===== config.mk =====
export PLATFORM = sky130hd
export DESIGN_NAME = abe_exec
export DESIGN_NICKNAME = d
export VERILOG_FILES = /design/src/verilog/abe_pkg.sv /design/src/verilog/abe_mult.sv /design/src/verilog/abe_exec.sv
export SDC_FILE = /design/constraint.sdc
export NUM_CORES = 1
export LEC_CHECK = 0
export ABC_AREA = 1
export ABC_CLOCK_PERIOD_IN_PS = 8460
export BUFFER_PORTS_ARGS = -buffer_cell sky130_fd_sc_hd__clkbuf_2
export CORE_MARGIN = 2
export CORE_UTILIZATION = 65
export DETAILED_ROUTE_END_ITERATION = 7
export PLACE_DENSITY = 0.89
export SLEW_MARGIN = 5
export SYNTH_ARGS = -nofsm -noshare
export SYNTH_HDL_FRONTEND = slang
export SYNTH_HIERARCHICAL = 1
export SYNTH_SLANG_ARGS = --single-unit

===== constraint.sdc =====
create_clock -name i_mclk -period 8.46 [get_ports i_mclk]
set_clock_uncertainty 0.1 [all_clocks]
set_input_delay 1.269 -clock i_mclk [delete_from_list [all_inputs] [get_ports i_mclk]]
set_output_delay 1.269 -clock i_mclk [all_outputs]
set_load 0.02 [all_outputs]

===== src/verilog/abe_pkg.sv =====
// Purpose: shared constants and types of the execution unit
// Assumes: 8-bit data path, 16-bit program counter
// Notes: flag bit positions follow the flag_register layout
package abe_pkg;
   // =========================================================
   // widths
   localparam int ABE_DW = 8;
   localparam int ABE_AW = 16;
   localparam int ABE_KW = 12;
   // =========================================================
   // flag_register bit positions
   localparam int FLG_C = 0;
   localparam int FLG_Z = 1;
   localparam int FLG_N = 2;
   localparam int FLG_V = 3;
   localparam int FLG_S = 4;
   localparam int FLG_H = 5;
   localparam int FLG_T = 6;
   localparam int FLG_I = 7;
   localparam logic [7:0] ABE_FLAG_REGISTER_RST = 8'h00;
   localparam logic [7:0] ABE_ONES = 8'hFF;
   localparam logic [7:0] ABE_ZERO = 8'h00;
   localparam logic [7:0] ABE_MIN_NEG = 8'h80;
   localparam logic [7:0] ABE_MAX_POS = 8'h7F;
   // =========================================================
   // cycle counts
   localparam logic [2:0] CYC_ONE = 3'h1;
   localparam logic [2:0] CYC_TWO = 3'h2;
   localparam logic [2:0] CYC_THREE = 3'h3;
   localparam logic [2:0] CYC_FOUR = 3'h4;
   localparam logic [15:0] PC_STEP_ONE = 16'h0001;
   localparam logic [15:0] PC_STEP_TWO = 16'h0002;
   localparam logic [15:0] PC_STEP_THREE = 16'h0003;
   // =========================================================
   // operations
   typedef enum logic [5:0] {
      OP_ADD = 6'h00, OP_ADC = 6'h01, OP_WADD = 6'h02, OP_WSUB = 6'h03,
      OP_SUB = 6'h04, OP_MINUS_IMM = 6'h05, OP_SBC = 6'h06, OP_MINUS_IMM_CARRY = 6'h07,
      OP_AND = 6'h08, OP_ANDI = 6'h09, OP_OR = 6'h0A, OP_ORI = 6'h0B,
      OP_XOR = 6'h0C, OP_INV = 6'h0D, OP_NEG = 6'h0E, OP_SETB = 6'h0F,
      OP_CLRB = 6'h10, OP_INC = 6'h11, OP_DEC = 6'h12, OP_TST = 6'h13,
      OP_ZERO = 6'h14, OP_FILL = 6'h15, OP_MULU = 6'h16, OP_PRODUCT_SIGNED = 6'h17,
      OP_PRODUCT_MIXED = 6'h18, OP_FMULU = 6'h19, OP_FRAC_PRODUCT_SIGNED = 6'h1A, OP_FRAC_PRODUCT_MIXED = 6'h1B,
      OP_REL_JUMP = 6'h1C, OP_ZJMP = 6'h1D, OP_REL_CALL = 6'h1E, OP_ZCALL = 6'h1F,
      OP_RET = 6'h20, OP_BACK_FROM_IRQ = 6'h21, OP_SKEQ = 6'h22, OP_CMP = 6'h23,
      OP_CMPC = 6'h24, OP_CMPI = 6'h25, OP_SKRC = 6'h26, OP_SKRS = 6'h27,
      OP_SKIC = 6'h28, OP_SKIS = 6'h29, OP_BRS = 6'h2A, OP_BRC = 6'h2B,
      OP_BRANCH_ON_ZERO = 6'h2C
   } abe_op_e;
   // =========================================================
   // sequencer states
   typedef enum logic [1:0] {
      ST_IDLE = 2'b01,
      ST_WAIT = 2'b10
   } abe_state_e;
endpackage


===== src/verilog/abe_mult.sv =====
// Purpose: 8x8 multiplier with signed, mixed and fractional forms
// Assumes: combinational, result sampled by the execution unit
// Notes: carry is product bit 15 before the fractional shift
`timescale 1ns/1ns
module abe_mult
   import abe_pkg::*;
(
   input wire logic [7:0] i_a,
   input wire logic [7:0] i_b,
   input wire logic i_a_signed,
   input wire logic i_b_signed,
   input wire logic i_frac,
   output logic [15:0] o_prod,
   output logic o_carry
);
   logic signed [17:0] full;
   logic [15:0] raw;
   always_comb
   begin
      full = $signed({i_a_signed & i_a[7], i_a}) * $signed({i_b_signed & i_b[7], i_b});
      raw = full[15:0];
      o_carry = raw[15];
      o_prod = i_frac ? {raw[14:0], 1'b0} : raw;
   end
endmodule // abe_mult


===== src/verilog/abe_exec.sv =====
// Purpose: execution unit for arithmetic, logic, multiply and branch operations
// Assumes: decoder gives one operation per i_start pulse with its operands
// Notes: results and flags appear with o_done after the operation's cycle count
`timescale 1ns/1ns
module abe_exec
   import abe_pkg::*;
(
   input wire logic i_mclk,
   input wire logic i_rst_n,
   input wire logic i_start,
   input wire abe_op_e i_op,
   input wire logic [7:0] i_rd,
   input wire logic [7:0] i_rr,
   input wire logic [7:0] i_imm,
   input wire logic [15:0] i_word,
   input wire logic [15:0] i_zptr,
   input wire logic [15:0] i_pc,
   input wire logic [15:0] i_stack_pc,
   input wire logic [11:0] i_offset,
   input wire logic [2:0] i_bit_sel,
   input wire logic i_io_bit,
   input wire logic i_next_two_word,
   input wire logic i_flag_load,
   input wire logic [7:0] i_flag_data,
   output logic o_busy,
   output logic o_done,
   output logic o_rd_we,
   output logic [7:0] o_rd_data,
   output logic o_word_we,
   output logic [15:0] o_word_data,
   output logic o_prod_we,
   output logic [15:0] o_prod_data,
   output logic o_pc_we,
   output logic [15:0] o_pc_data,
   output logic o_push_we,
   output logic [15:0] o_push_data,
   output logic [7:0] o_flags
);
   // =========================================================
   // state
   typedef struct packed {
      abe_state_e st;
      logic [2:0] cnt;
      logic busy;
      logic done;
      logic p_rd, p_word, p_prod, p_pc, p_push;
      logic rd_we, word_we, prod_we, pc_we, push_we;
      logic [7:0] rd_data;
      logic [15:0] word_data;
      logic [15:0] prod_data;
      logic [15:0] pc_data;
      logic [15:0] push_data;
      logic [7:0] flags;
      logic [7:0] p_flags;
   } abe_regs_s;
   abe_regs_s s_r;
   abe_regs_s s_nxt;
   // =========================================================
   // helpers: {h, v, c, result}
   function automatic logic [10:0] add8(input logic [7:0] a, input logic [7:0] b,
                                        input logic ci);
      logic [8:0] t;
      logic h, v;
      t = {1'b0, a} + {1'b0, b} + {8'h00, ci};
      h = (a[3] & b[3]) | (b[3] & ~t[3]) | (~t[3] & a[3]);
      v = (a[7] & b[7] & ~t[7]) | (~a[7] & ~b[7] & t[7]);
      return {h, v, t[8], t[7:0]};
   endfunction
   function automatic logic [10:0] sub8(input logic [7:0] a, input logic [7:0] b,
                                        input logic ci);
      logic [8:0] t;
      logic h, v;
      t = {1'b0, a} - {1'b0, b} - {8'h00, ci};
      h = (~a[3] & b[3]) | (b[3] & t[3]) | (t[3] & ~a[3]);
      v = (a[7] & ~b[7] & ~t[7]) | (~a[7] & b[7] & t[7]);
      return {h, v, t[8], t[7:0]};
   endfunction
   // =========================================================
   // multiplier
   logic m_as, m_bs, m_frac, m_c;
   logic [15:0] m_prod;
   always_comb
   begin
      m_as = i_op inside {OP_PRODUCT_SIGNED, OP_PRODUCT_MIXED, OP_FRAC_PRODUCT_SIGNED, OP_FRAC_PRODUCT_MIXED};
      m_bs = i_op inside {OP_PRODUCT_SIGNED, OP_FRAC_PRODUCT_SIGNED};
      m_frac = i_op inside {OP_FMULU, OP_FRAC_PRODUCT_SIGNED, OP_FRAC_PRODUCT_MIXED};
   end
   abe_mult abe_mult_inst (
      .i_a(i_rd),
      .i_b(i_rr),
      .i_a_signed(m_as),
      .i_b_signed(m_bs),
      .i_frac(m_frac),
      .o_prod(m_prod),
      .o_carry(m_c)
   );
   // =========================================================
   // operation decode
   logic [10:0] ar;
   logic [16:0] wr;
   logic [7:0] f, res;
   logic [2:0] cyc;
   logic w_rd, w_word, w_prod, w_pc, w_push, skip, br_take;
   logic [15:0] pc_new, rel_tgt, seq_pc;
   always_comb
   begin
      f = s_r.flags;
      ar = 11'h000;
      wr = 17'h00000;
      res = ABE_ZERO;
      cyc = CYC_ONE;
      w_rd = 1'b0;
      w_word = 1'b0;
      w_prod = 1'b0;
      w_pc = 1'b0;
      w_push = 1'b0;
      skip = 1'b0;
      br_take = 1'b0;
      rel_tgt = i_pc + {{4{i_offset[11]}}, i_offset} + PC_STEP_ONE;
      seq_pc = i_pc + PC_STEP_ONE;
      pc_new = seq_pc;
      case (i_op)
         OP_ADD, OP_ADC:
         begin
            ar = add8(i_rd, i_rr, (i_op == OP_ADC) & s_r.flags[FLG_C]);
            w_rd = 1'b1;
         end
         OP_SUB, OP_MINUS_IMM, OP_SBC, OP_MINUS_IMM_CARRY, OP_CMP, OP_CMPC, OP_CMPI:
         begin
            ar = sub8(i_rd, (i_op inside {OP_MINUS_IMM, OP_MINUS_IMM_CARRY, OP_CMPI}) ? i_imm : i_rr,
                      (i_op inside {OP_SBC, OP_MINUS_IMM_CARRY, OP_CMPC}) & s_r.flags[FLG_C]);
            w_rd = !(i_op inside {OP_CMP, OP_CMPC, OP_CMPI});
         end
         OP_NEG:
         begin
            ar = sub8(ABE_ZERO, i_rd, 1'b0);
            w_rd = 1'b1;
         end
         default:
         begin
            ar = 11'h000;
         end
      endcase
      res = ar[7:0];
      case (i_op)
         OP_ADD, OP_ADC, OP_SUB, OP_MINUS_IMM, OP_SBC, OP_MINUS_IMM_CARRY, OP_CMP, OP_CMPC, OP_CMPI,
         OP_NEG:
         begin
            f[FLG_H] = ar[10];
            f[FLG_V] = ar[9];
            f[FLG_C] = ar[8];
            f[FLG_N] = res[7];
            // borrow forms keep zero only if it was already set
            f[FLG_Z] = (res == ABE_ZERO) &
                       (!(i_op inside {OP_SBC, OP_MINUS_IMM_CARRY, OP_CMPC}) | s_r.flags[FLG_Z]);
         end
         OP_WADD, OP_WSUB:
         begin
            wr = (i_op == OP_WADD) ? {1'b0, i_word} + {9'h000, i_imm}
                                   : {1'b0, i_word} - {9'h000, i_imm};
            cyc = CYC_TWO;
            w_word = 1'b1;
            f[FLG_Z] = (wr[15:0] == 16'h0000);
            f[FLG_N] = wr[15];
            f[FLG_C] = wr[16];
            f[FLG_V] = (i_op == OP_WADD) ? (~i_word[15] & wr[15]) : (i_word[15] & ~wr[15]);
            f[FLG_S] = wr[15] ^ f[FLG_V];
         end
         OP_AND, OP_ANDI, OP_OR, OP_ORI, OP_XOR, OP_SETB, OP_CLRB, OP_TST, OP_ZERO,
         OP_INC, OP_DEC, OP_INV:
         begin
            case (i_op)
               OP_AND: res = i_rd & i_rr;
               OP_ANDI: res = i_rd & i_imm;
               OP_OR: res = i_rd | i_rr;
               OP_ORI, OP_SETB: res = i_rd | i_imm;
               OP_XOR: res = i_rd ^ i_rr;
               OP_CLRB: res = i_rd & (ABE_ONES - i_imm);
               OP_TST: res = i_rd & i_rd;
               OP_ZERO: res = i_rd ^ i_rd;
               OP_INC: res = i_rd + 8'h01;
               OP_DEC: res = i_rd - 8'h01;
               default: res = ABE_ONES - i_rd;
            endcase
            w_rd = (i_op != OP_TST);
            f[FLG_Z] = (res == ABE_ZERO);
            f[FLG_N] = res[7];
            f[FLG_V] = (i_op == OP_INC) ? (res == ABE_MIN_NEG) :
                       (i_op == OP_DEC) ? (res == ABE_MAX_POS) : 1'b0;
            if (i_op == OP_INV)
               f[FLG_C] = 1'b1;
         end
         OP_FILL:
         begin
            res = ABE_ONES;
            w_rd = 1'b1;
         end
         OP_MULU, OP_PRODUCT_SIGNED, OP_PRODUCT_MIXED, OP_FMULU, OP_FRAC_PRODUCT_SIGNED, OP_FRAC_PRODUCT_MIXED:
         begin
            cyc = CYC_TWO;
            w_prod = 1'b1;
            f[FLG_Z] = (m_prod == 16'h0000);
            f[FLG_C] = m_c;
         end
         OP_REL_JUMP, OP_REL_CALL:
         begin
            pc_new = rel_tgt;
            cyc = (i_op == OP_REL_CALL) ? CYC_THREE : CYC_TWO;
            w_pc = 1'b1;
            w_push = (i_op == OP_REL_CALL);
         end
         OP_ZJMP, OP_ZCALL:
         begin
            pc_new = i_zptr;
            cyc = (i_op == OP_ZCALL) ? CYC_THREE : CYC_TWO;
            w_pc = 1'b1;
            w_push = (i_op == OP_ZCALL);
         end
         OP_RET, OP_BACK_FROM_IRQ:
         begin
            pc_new = i_stack_pc;
            cyc = CYC_FOUR;
            w_pc = 1'b1;
            if (i_op == OP_BACK_FROM_IRQ)
               f[FLG_I] = 1'b1;
         end
         OP_SKEQ, OP_SKRC, OP_SKRS, OP_SKIC, OP_SKIS:
         begin
            case (i_op)
               OP_SKEQ: skip = (i_rd == i_rr);
               OP_SKRC: skip = !i_rr[i_bit_sel];
               OP_SKRS: skip = i_rr[i_bit_sel];
               OP_SKIC: skip = !i_io_bit;
               default: skip = i_io_bit;
            endcase
            w_pc = 1'b1;
            if (skip)
            begin
               cyc = i_next_two_word ? CYC_THREE : CYC_TWO;
               pc_new = i_pc + (i_next_two_word ? PC_STEP_THREE : PC_STEP_TWO);
            end
         end
         OP_BRS, OP_BRC, OP_BRANCH_ON_ZERO:
         begin
            br_take = (i_op == OP_BRANCH_ON_ZERO) ? s_r.flags[FLG_Z] :
                      (s_r.flags[i_bit_sel] == (i_op == OP_BRS));
            w_pc = 1'b1;
            if (br_take)
            begin
               cyc = CYC_TWO;
               pc_new = rel_tgt;
            end
         end
         default:
         begin
            cyc = CYC_ONE;
         end
      endcase
   end
   // =========================================================
   // sequencer
   always_comb
   begin
      s_nxt = s_r;
      s_nxt.done = 1'b0;
      s_nxt.rd_we = 1'b0;
      s_nxt.word_we = 1'b0;
      s_nxt.prod_we = 1'b0;
      s_nxt.pc_we = 1'b0;
      s_nxt.push_we = 1'b0;
      case (s_r.st)
         ST_IDLE:
         begin
            if (i_flag_load)
               s_nxt.flags = i_flag_data;
            if (i_start)
            begin
               s_nxt.rd_data = res;
               s_nxt.word_data = wr[15:0];
               s_nxt.prod_data = m_prod;
               s_nxt.pc_data = pc_new;
               s_nxt.push_data = seq_pc;
               s_nxt.p_rd = w_rd;
               s_nxt.p_word = w_word;
               s_nxt.p_prod = w_prod;
               s_nxt.p_pc = w_pc;
               s_nxt.p_push = w_push;
               s_nxt.p_flags = f;
               if (cyc == CYC_ONE)
               begin
                  s_nxt.done = 1'b1;
                  s_nxt.rd_we = w_rd;
                  s_nxt.pc_we = w_pc;
                  s_nxt.flags = f;
               end
               else
               begin
                  s_nxt.busy = 1'b1;
                  s_nxt.cnt = cyc - CYC_ONE;
                  s_nxt.st = ST_WAIT;
               end
            end
         end
         ST_WAIT:
         begin
            if (s_r.cnt == CYC_ONE)
            begin
               s_nxt.done = 1'b1;
               s_nxt.busy = 1'b0;
               s_nxt.rd_we = s_r.p_rd;
               s_nxt.word_we = s_r.p_word;
               s_nxt.prod_we = s_r.p_prod;
               s_nxt.pc_we = s_r.p_pc;
               s_nxt.push_we = s_r.p_push;
               s_nxt.flags = s_r.p_flags;
               s_nxt.st = ST_IDLE;
            end
            else
               s_nxt.cnt = s_r.cnt - CYC_ONE;
         end
         default:
         begin
            s_nxt.st = ST_IDLE;
            s_nxt.busy = 1'b0;
         end
      endcase
   end
   always_ff @(posedge i_mclk or negedge i_rst_n)
   begin
      if (!i_rst_n)
      begin
         s_r <= '0;
         s_r.st <= ST_IDLE;
         s_r.flags <= ABE_FLAG_REGISTER_RST;
      end
      else
         s_r <= s_nxt;
   end
   // =========================================================
   // outputs
   assign o_busy = s_r.busy;
   assign o_done = s_r.done;
   assign o_rd_we = s_r.rd_we;
   assign o_rd_data = s_r.rd_data;
   assign o_word_we = s_r.word_we;
   assign o_word_data = s_r.word_data;
   assign o_prod_we = s_r.prod_we;
   assign o_prod_data = s_r.prod_data;
   assign o_pc_we = s_r.pc_we;
   assign o_pc_data = s_r.pc_data;
   assign o_push_we = s_r.push_we;
   assign o_push_data = s_r.push_data;
   assign o_flags = s_r.flags;
endmodule // abe_exec


# Word-level counts from Yosys, hierarchy flattened
# Cells that the tools add are included.
totals:
  regBits: 105
  latchBits: 0
  ramBits: 0
  romBits: 0
  inputBits: 123
  out_inout_bits: 87
  elab_cells: 249
  n_memories: 0
classes:
  addsub: 17
  mul: 1
  div: 0
  n_lt_le_gt_ge: 1
  n_eq_ne: 58
  shift: 0
  muxes: 64
  n_bitwise: 50
  reduce_logical: 36
op_table:
  columns: ["op", "n"]
  rows:
  - ["$eq 6x5->1 const B", 16]
  - ["$mux 16", 5]
  - ["$pmux 16 s5", 1]
  - ["$pmux 8 s10", 1]
  - ["$eq 6x6->1 const B", 13]
  - ["$eq 6x4->1 const B", 8]
  - ["$mux 8", 5]
  - ["$pmux 11 s3", 1]
  - ["$add 16x1->16 const B", 2]
  - ["$and 8x8->8", 4]
  - ["$logic_not 16->1", 2]
  - ["$pmux 8 s2", 2]
  - ["$eq 6x3->1 const B", 4]
  - ["$mux 1", 24]
  - ["$and 1x1->1", 23]
  - ["$pmux 3 s6", 1]
  - ["$add 16x8->17", 1]
  - ["$mux 17", 1]
  - ["$sub 16x8->17", 1]
  - ["$add 16x16->16", 1]
  - ["$add 16x2->16", 1]
  - ["$logic_not 8->1", 2]
  - ["$mul 9x9->16", 1]
  - ["$or 8x8->8", 2]
  - ["other kinds (55)", 105]

# Longest topological paths before layout
# Gate-level depths: netlist of run 1.
logic_depth:
  word_depth: 15
  mapped_depth: 38
  depth_no_buf: 38

# Cells and area by module
# The synthesis of run 1 kept the hierarchy.
modules_own_cells:
  columns: ["mod", "n_inst", "cells_per_inst", "area_each_um2", "seq_area_each_um2"]
  rows:
  - ["abe_exec", 1, 1738, 11158.2, 2628.8]
  - ["abe_mult", 1, 463, 3205.6, 0.0]

# Least setup slack after synthesis of run 1
# No wires, ideal clock.
synth_timing:
  kind: "input-to-reg"
  from: "input i_op[1]"
  to: "register s_r (netlist bit o_flags[1])"
  setup_time_ps: 77
  arrival_time_ps: 6742
  required_ps: 8283
  slack_ps: 1540
  stages: 34
  n_path_buf: 1
  cell_sequence: "buf_4 nor2_2 nand2_1 a21oi_1 inv_1 o21ai_0 nand2_1 inv_2 nand2_1 fa_1 inv_1 fa_1 fa_1 fa_1 inv_1 fa_1 inv_1 ha_1 nand2_1 nand2_1 nand2_1 nand2_1 a21oi_1 inv_1 or2_1 nand3_1 nand2_1 inv_1 nand4_1 nor4b_1 nor2_1 nand4_1 nand2_1 a21oi_1"
synth_between:
  elab_cells_between_ends: 97
  classes_between: "add/sub (3); mul (1); eq/ne (45); mux (18); bitwise (6); reduce/logical (24)"
synth_rtl:
  columns: ["element", "line_no", "source"]
  rows:
  - ["start: declaration", "abe_exec.sv:11", "input wire abe_op_e i_op,"]
  - ["$eq 6x5->1", "abe_exec.sv:84", "m_as = i_op inside {OP_PRODUCT_SIGNED, OP_PRODUCT_MIXED, OP_FRAC_PRODUCT_SIGNED, OP_FRAC_PRODUCT_MIXED};"]
  - ["$reduce_bool 4->1 (*)", "abe_exec.sv:84", null]
  - ["via m_as", "abe_exec.sv:80", "logic m_as, m_bs, m_frac, m_c;"]
  - ["$and 1x1->1 (*)", "abe_mult.sv:20", "full = $signed({i_a_signed & i_a[7], i_a}) * $signed({i_b_signed & i_b[7], i_b});"]
  - ["$mul 9x9->16 (*)", "abe_mult.sv:20", null]
  - ["$mux 16 (*)", "abe_mult.sv:23", "o_prod = i_frac ? {raw[14:0], 1'b0} : raw;"]
  - ["via m_prod[12]", "abe_exec.sv:81", "logic [15:0] m_prod;"]
  - ["$logic_not 16->1 (*)", "abe_exec.sv:202", "f[FLG_Z] = (m_prod == 16'h0000);"]
  - ["$pmux 2 s4 (*)", "abe_exec.sv:145", "case (i_op)"]
  - ["$mux 8 (*)", "abe_exec.sv:289", "if (cyc == CYC_ONE)"]
  - ["$mux 16 (*)", "abe_exec.sv:276", "if (i_start)"]
  - ["$pmux 8 s2 (*)", "abe_exec.sv:271", "case (s_r.st)"]
  - ["end signal: assignment", "abe_exec.sv:337", "s_r <= s_nxt;"]
  - ["end: declaration", "abe_exec.sv:56", "abe_regs_s s_r;"]
# Mark *: on every way through the listed nets, which the timed path passes. The rest lies on a longest branch. The select of a mux whose other input is x is not followed.
# A chain may end at the register's enable or synchronous reset.

# Worst setup path in the final report of run 1
# Ends and elaborated chain as after synthesis.

==> metrics.md, run 1 <==
| Metric | Value |
|---|---|
| Synth Flop Type | dfrtp_1 |
| Drt total wl | 46,400 um |
| Synth Instances | 2,201 |
| Asr flop ratio synth | 100% |
| Top post-synthesis cells by area | dfrtp_1 18%, nand2_1 16%, fa_1 9.9% |
| CP max FO | 10 |
| Synth Area in Compound Gates | 12.9% |
| Post-CTS setup buffers | 0 |
| Vias after detailed routing | 15,300 |
| First-pass GRT wire length | 74,200 um |
| Status | finished clean |
| Chip height | 153 um |
| Clock power frac | 13.8% |
| Pwr dens | 206 mW/mm2 |
| Synth area leader | dfrtp_1 |
| Final cycle utilization of the critical path | 92.2% |
| Max Fclk | 128 MHz |
| Most frequent CP cell | nand2_1 |
| Starting Density | 66.0% |
| Min cycle time layout | 7.80 ns |
| XOR/XNOR Fraction of Synth Area | 3.23% |
| CP bufs+invs | 9 |
| TNS Setup | 0 ns |
| Pin count of the biggest net entering global routing | 100 |
| Post-Synth Adder-Cell Area | 19.5% |
| Seq/Total Area, Yosys | 18.3% |
| Die area | 0.0233 mm2 |
| Max clock buf depth | 2 |
| CTS Buf Count | 9 |
| H-tree depth | 3 |
| Power Internal | 1.54 mW |
| Residual DRC count | 0 |
| Root buf cell | clkbuf_16 |
| Synth unique cells | 57 |
| CTS sink count | 105 |
| Final setup vio count | 0 |
| Layout cells sized above 1 | 13.1% |
| Core area | 0.0218 mm2 |
| Congestion Overflow GR | 0 |
| Slew Viols, Final | 0 |
| Hpwl dp | 36,800 um |
| CP Launch Type | primary input |
| Largest family of logic cells by synthesized area | simple AND/OR/NAND/NOR gates |
| Synth warnings | 6 |
| CP Capture Type | flop |
| Seq pwr share | 26.0% |
| Ports | 210 |
| Post-Synth Simple-Gate Area | 31.1% |
| Sw power | 1.62 mW |
| Hold crit path type | flop to flop |
| CP required | 8.65 ns |
| Max VDD drop | 185 uV |
| # resized after CTS | 0 |
| Multiplexer share of the synthesized area | 0.218% |
| Number of synthesized flops with an enable pin | 0 |
| Worst-Margin Slew | 1.04 ns |
| Port bufs | 209 |
| Top delay family on crit path | adder cells |
| Comb pwr share | 60.2% |
| P_leak | 8.67 nW |
| Setup CP Type | primary input to flop |
| Crit path DAT | 7.99 ns |
| CTS clk-pin slew, worst paths | 0.08 ns |
| Syn nets | 2,505 |
| Max-slew headroom | 30.3% |
| Synth top area share | 18.1% |
| Clock Latency Late Sink | 0.37 ns |
| Post-synth top cells | 610 x nand2_1, 334 x inv_1, 187 x nor2_1 |
| # nets final | 2,608 |
| Crit path largest cell delay | 0.56 ns |
| Design Area, Final | 0.0153 mm2 |
| Sw frac | 51.2% |
| CTS hold repair buffers | 0 |
| Worst-path cell with the longest stage delay | fa_1 |
| Mapped Avg Cell Area | 6.53 um2 |
| Vias per inst | 5.90 |
| RSZ-0062 raised after global routing | false |
| Count of final hold-check violations | 0 |
| Post-DRT Antenna Nets | 0 |
| Vias in the first global route | 14,700 |
| CTS tree | built |
| Synthesized cell area | 0.0144 mm2 |
| Most frequent cell after synthesis | nand2_1 |
| Drt wl/cell | 17.9 um |
| Cell Rows | 54 |
| Area growth, synth to finish | 6.84% |
| First-pass DRT Iterations | 6 |
| Placed Area | 0.0151 mm2 |
| Initial antenna violation count | 1 |
| FF+latch count, synth | 105 |
| Tot GR Track Use | 39.3% |
| Max_cap viols | 0 |
| Die Wd | 153 um |
| Initial detailed-routing violation count | 1,417 |
| Gpl congestion | 1.06 |
==> cells by family (layout without fill, tap and decap cells) <==
kind of cell / after synthesis / after routing
AO/OA/AOI/OAI: 327 / 327
flip-flops: 105 / 105
adder cells (fa/ha/maj): 181 / 181
buffers and inverters: 479 / 587
AND/OR/NAND/NOR: 1053 / 1053
multiplexers: 3 / 3
XOR/XNOR: 53 / 53
other: 0 / 1
==> final timing paths <==
check	startpoint	end	slack [ns]	cells after the start
worst max-delay path	i_op[1]	o_flags[1]$_DFFE_PN0P_	0.66	33
worst min-delay path	o_word_data[9]$_DFFE_PN0P_	o_word_data[9]$_DFFE_PN0P_	0.38	1
worst max register to register	o_flags[5]$_DFFE_PN0P_	o_flags[7]$_DFFE_PN0P_	4.51	18
worst min register to register	o_word_data[9]$_DFFE_PN0P_	o_word_data[9]$_DFFE_PN0P_	0.38	1
max in group asynchronous	i_rst_n	o_prod_we$_DFF_PN0_	6.21	2
min in group asynchronous	i_rst_n	o_rd_data[3]$_DFFE_PN0P_	0.71	1
==> cell usage in the layout (no fill, tap or decap), drive strengths merged, types with 13 or more instances in the layout <==
cell type,synthesis,layout
nand2,616,616
inv,347,349
clkbuf,38,217
nor2,203,203
o21ai,142,142
nand3,140,140
ha,110,110
a21oi,107,107
dfrtp,104,104
fa,71,71
xor2,33,33
nor3,29,29
nand4,26,26
xnor2,20,20
a31oi,15,15
a22oi,15,15
nand3b,15,15
or2,15,15
buf,91,13
==> power by group through the flow <==
stage,Clock (mW),Combinational [mW],Sequential (mW)
CTS,0.434,1.88,0.818
global placement,0,1.81,0.819
detailed placement,0,1.87,0.827
finish,0.436,1.90,0.823
floorplan,0,1.54,0.793
global route,0.451,2.12,0.845
==> sequential cells by signal (all words and copies together) (netlist names) <==
register,cells
o_busy,1
o_done,1
o_flags,8
o_pc_data,16
o_pc_we,1
o_prod_data,16
o_prod_we,1
o_push_data,16
o_push_we,1
o_rd_data,8
o_rd_we,1
o_word_data,16
o_word_we,1
s_r,18
==> stage by stage <==
stage | utilization (%) | hold slack [ns] | worst slack (ns) | instances | power, mW
2_1_floorplan | - | 0.344 | 1.54 | 2201 | 2.33
4_1_cts | 70.5 | 0.383 | 0.839 | 2589 | 3.14
3_5_place_dp | 69.2 | 0.364 | 0.495 | 2573 | 2.70
5_1_grt | 70.5 | 0.391 | 0.320 | 2590 | 3.41
3_3_place_gp | 69.2 | 0.358 | 0.676 | 2573 | 2.63
6_report | 70.5 | 0.377 | 0.657 | 2590 | 3.16
==> area by class of cell <==
type	instances	area (um2)
diodes	1	2.50
clock buffers	9	225
clock inverters	7	65.1
fillers	1943	6410
inverters	350	1310
multi-input cells	1617	9620
flip-flops and latches	105	2630
well taps	280	350
repair buffers	221	1140
==> metal layers <==
metal / share of wire (%) / global-route usage, % / vias to the layer above
met1: 41 / 52.4 / 7100
li1: - / - / 7150
met4: 4.1 / 16.3 / 0
met3: 10 / 7.34 / 135
met5: 0 / 0 / -
met2: 45 / 63.2 / 891
No activity file was read; power rests on OpenSTA's default activity.
==> run 2: changes to the inputs <==
--- a/config.mk
+++ b/config.mk
@@ -11,7 +11,7 @@
 export CORE_MARGIN = 2
 export CORE_UTILIZATION = 65
 export DETAILED_ROUTE_END_ITERATION = 7
-export PLACE_DENSITY = 0.89
+export PLACE_DENSITY_LB_ADDON = 0.15
 export SLEW_MARGIN = 5
 export SYNTH_ARGS = -nofsm -noshare
 export SYNTH_HDL_FRONTEND = slang
==> run 2 against run 1 <==
  * Via count shrank 1.0%
  * Combinational power is essentially flat
  * Utilization shrank 0.14 points
  * Sequential power grew 0.6%
  * Cell count shrank 0.15%
  * Hold slack gained 0.0083 ns
  * Fmax grew 3.5%
  * Largest power group unchanged
  * Non-clock buffer count shrank 3
  * Routed wire length grew 2.1%
  * Power grew 0.69%
  * Register-to-register slack lost 0.10 ns
==> metrics.md, run 2 (same netlist as run 1, synthesis figures left out) <==
| Metric | Value |
|---|---|
| Status | finished clean |
| Most frequent cells in the layout | 609 x nand2_1, 333 x inv_1, 208 x clkbuf_2 |
| Setup CP Type | primary input to flop |
| Die area | 0.0233 mm2 |
| Congestion Overflow GR | 0 |
| First-pass GRT wire length | 75,000 um |
| Initial antenna violation count | 0 |
| TNS Setup | 0 ns |
| Hold_sp | o_word_data[9]$_DFFE_PN0P_ |
| Max_cap viols | 0 |
| Setup slack, reg-to-reg | 4.41 ns |
| CTS clk-pin slew, worst paths | 0.09 ns |
| First-pass DRT Iterations | 8 |
| Max Fclk | 133 MHz |
| Reg2Reg Launch Point | o_flags[1]$_DFFE_PN0P_ |
| Min cycle time layout | 7.54 ns |
| Critical path depth | 32 |
| Port bufs | 209 |
| Most frequent CP cell | nand2_1 |
| Initial detailed-routing violation count | 1,389 |
| CTS hold repair buffers | 0 |
| Top delay family on crit path | adder cells |
| Slew Viols, Final | 0 |
| Root buf cell | clkbuf_16 |
| DP Worst Slack | 0.557 ns |
| Max clock buf depth | 2 |
| Setup ws final | 0.919 ns |
| Vias in the first global route | 14,400 |
| Hold endpoint | o_word_data[9]$_DFFE_PN0P_ |
| Gpl congestion | 1.03 |
| Final cycle utilization of the critical path | 89.1% |
| Worst-path cell with the longest stage delay | fa_1 |
| CTS Buf Count | 9 |
| Post-DRT Antenna Nets | 0 |
| Hpwl dp | 37,100 um |
| Crit path DAT | 7.74 ns |
| Total Power | 3.19 mW |
| # diodes | 0 |
| Top reg by flops | s_r |
| Ports | 210 |
| Pwr dens | 208 mW/mm2 |
| Residual DRC count | 0 |
| Count of final hold-check violations | 0 |
| Max-slew headroom | 29.0% |
| Register area | 0.00263 mm2 |
| Reg-to-Reg End | o_flags[7]$_DFFE_PN0P_ |
| Layout cells sized above 1 | 12.9% |
| Worst R2R Path Depth | 19 |
| Drt wl/cell | 18.3 um |
| Fillers | 1,879 |
| Area growth, synth to finish | 6.62% |
| Number of flip-flops in the largest register | 18 |
| Worst-Margin Slew | 1.07 ns |
| CP Launch Type | primary input |
| Hold depth | 1 |
| Max VDD drop | 134 uV |
| Final Util | 70.4% |
| Cell Rows | 54 |
| Core area | 0.0218 mm2 |
| CP bufs+invs | 7 |
| CTS sink count | 105 |
| Post-CTS setup buffers | 0 |
| Vias after detailed routing | 15,100 |
| # nets final | 2,605 |
| CP Capture Type | flop |
| Pin count of the biggest net entering global routing | 101 |
| Final setup vio count | 0 |
| Starting Density | 66.0% |
| Chip height | 153 um |
| Die Wd | 153 um |
| Hold crit path type | flop to flop |
| CP max FO | 10 |
| Crit path largest cell delay | 0.50 ns |
| H-tree depth | 3 |
| Vias per inst | 5.85 |
| Drt total wl | 47,400 um |
| RSZ-0062 raised after global routing | false |
| Commonest non-fill, non-tap cell in the layout | nand2_1 |
| Area of the multi-input gates | 0.00962 mm2 |
| # resized after CTS | 0 |
| Inst Count DP | 2,570 |
| CTS tree | built |
| Tot GR Track Use | 40.3% |
| P_leak | 8.66 nW |
| CP required | 8.66 ns |
| Clock Latency Late Sink | 0.37 ns |
| Cell Count, Final, Fillers Out | 2,586 |
==> run 2: cell types whose count changed in the layout (fill, tap and decap cells not counted) <==
cell        change
clkinvlp_4      -2
clkinv_8        -1
clkinv_2        -1
clkbuf_1        +1
diode_2         -1
buf_4           -3
inv_6           +3
==> run 2: how the worst max path moves through the flow <==
| stage | from | to |
|---|---|---|
| global route | i_op[1] | o_flags[1]$_DFFE_PN0P_ |
| detailed placement | i_op[1] | o_flags[1]$_DFFE_PN0P_ |
| finish | i_op[1] | o_flags[1]$_DFFE_PN0P_ |
| CTS | i_op[1] | o_flags[1]$_DFFE_PN0P_ |
| global placement | i_op[1] | o_flags[1]$_DFFE_PN0P_ |
| floorplan | i_op[1] | o_flags[1]$_DFFE_PN0P_ |
==> run 2: final cells by class <==
type	count	share of cell area [%]
multi-input cells	1617	62.8
repair buffers	218	7.29
flip-flops and latches	105	17.2
clock buffers	10	1.50
inverters	350	8.58
well taps	280	2.29
clock inverters	6	0.359
==> run 2: per-layer routing <==
| metal | part of all wire, % | wire length (um) | GRT usage (%) |
|---|---|---|---|
| met1 | 41 | 19300 | 53.4 |
| met2 | 46 | 22000 | 66.5 |
| met3 | 9.2 | 4340 | 6.29 |
| met4 | 3.7 | 1780 | 16.0 |
| met5 | 0 | 0 | 0 |
==> run 2: metrics by stage <==
| step | area [um2] | hold WS (ns) |
|---|---|---|
| floorplan | 14400 | 0.344 |
| global placement | 15000 | 0.358 |
| detailed placement | 15000 | 0.368 |
| CTS | 15300 | 0.390 |
| global route | 15300 | 0.411 |
| finish | 15300 | 0.385 |
==> run 2: power by group <==
part / leakage [nW] / switching, mW / internal [mW]
clock: 0.140 / 0.229 / 0.208
combinational: 7.20 / 1.28 / 0.638
sequential: 1.32 / 0.131 / 0.698
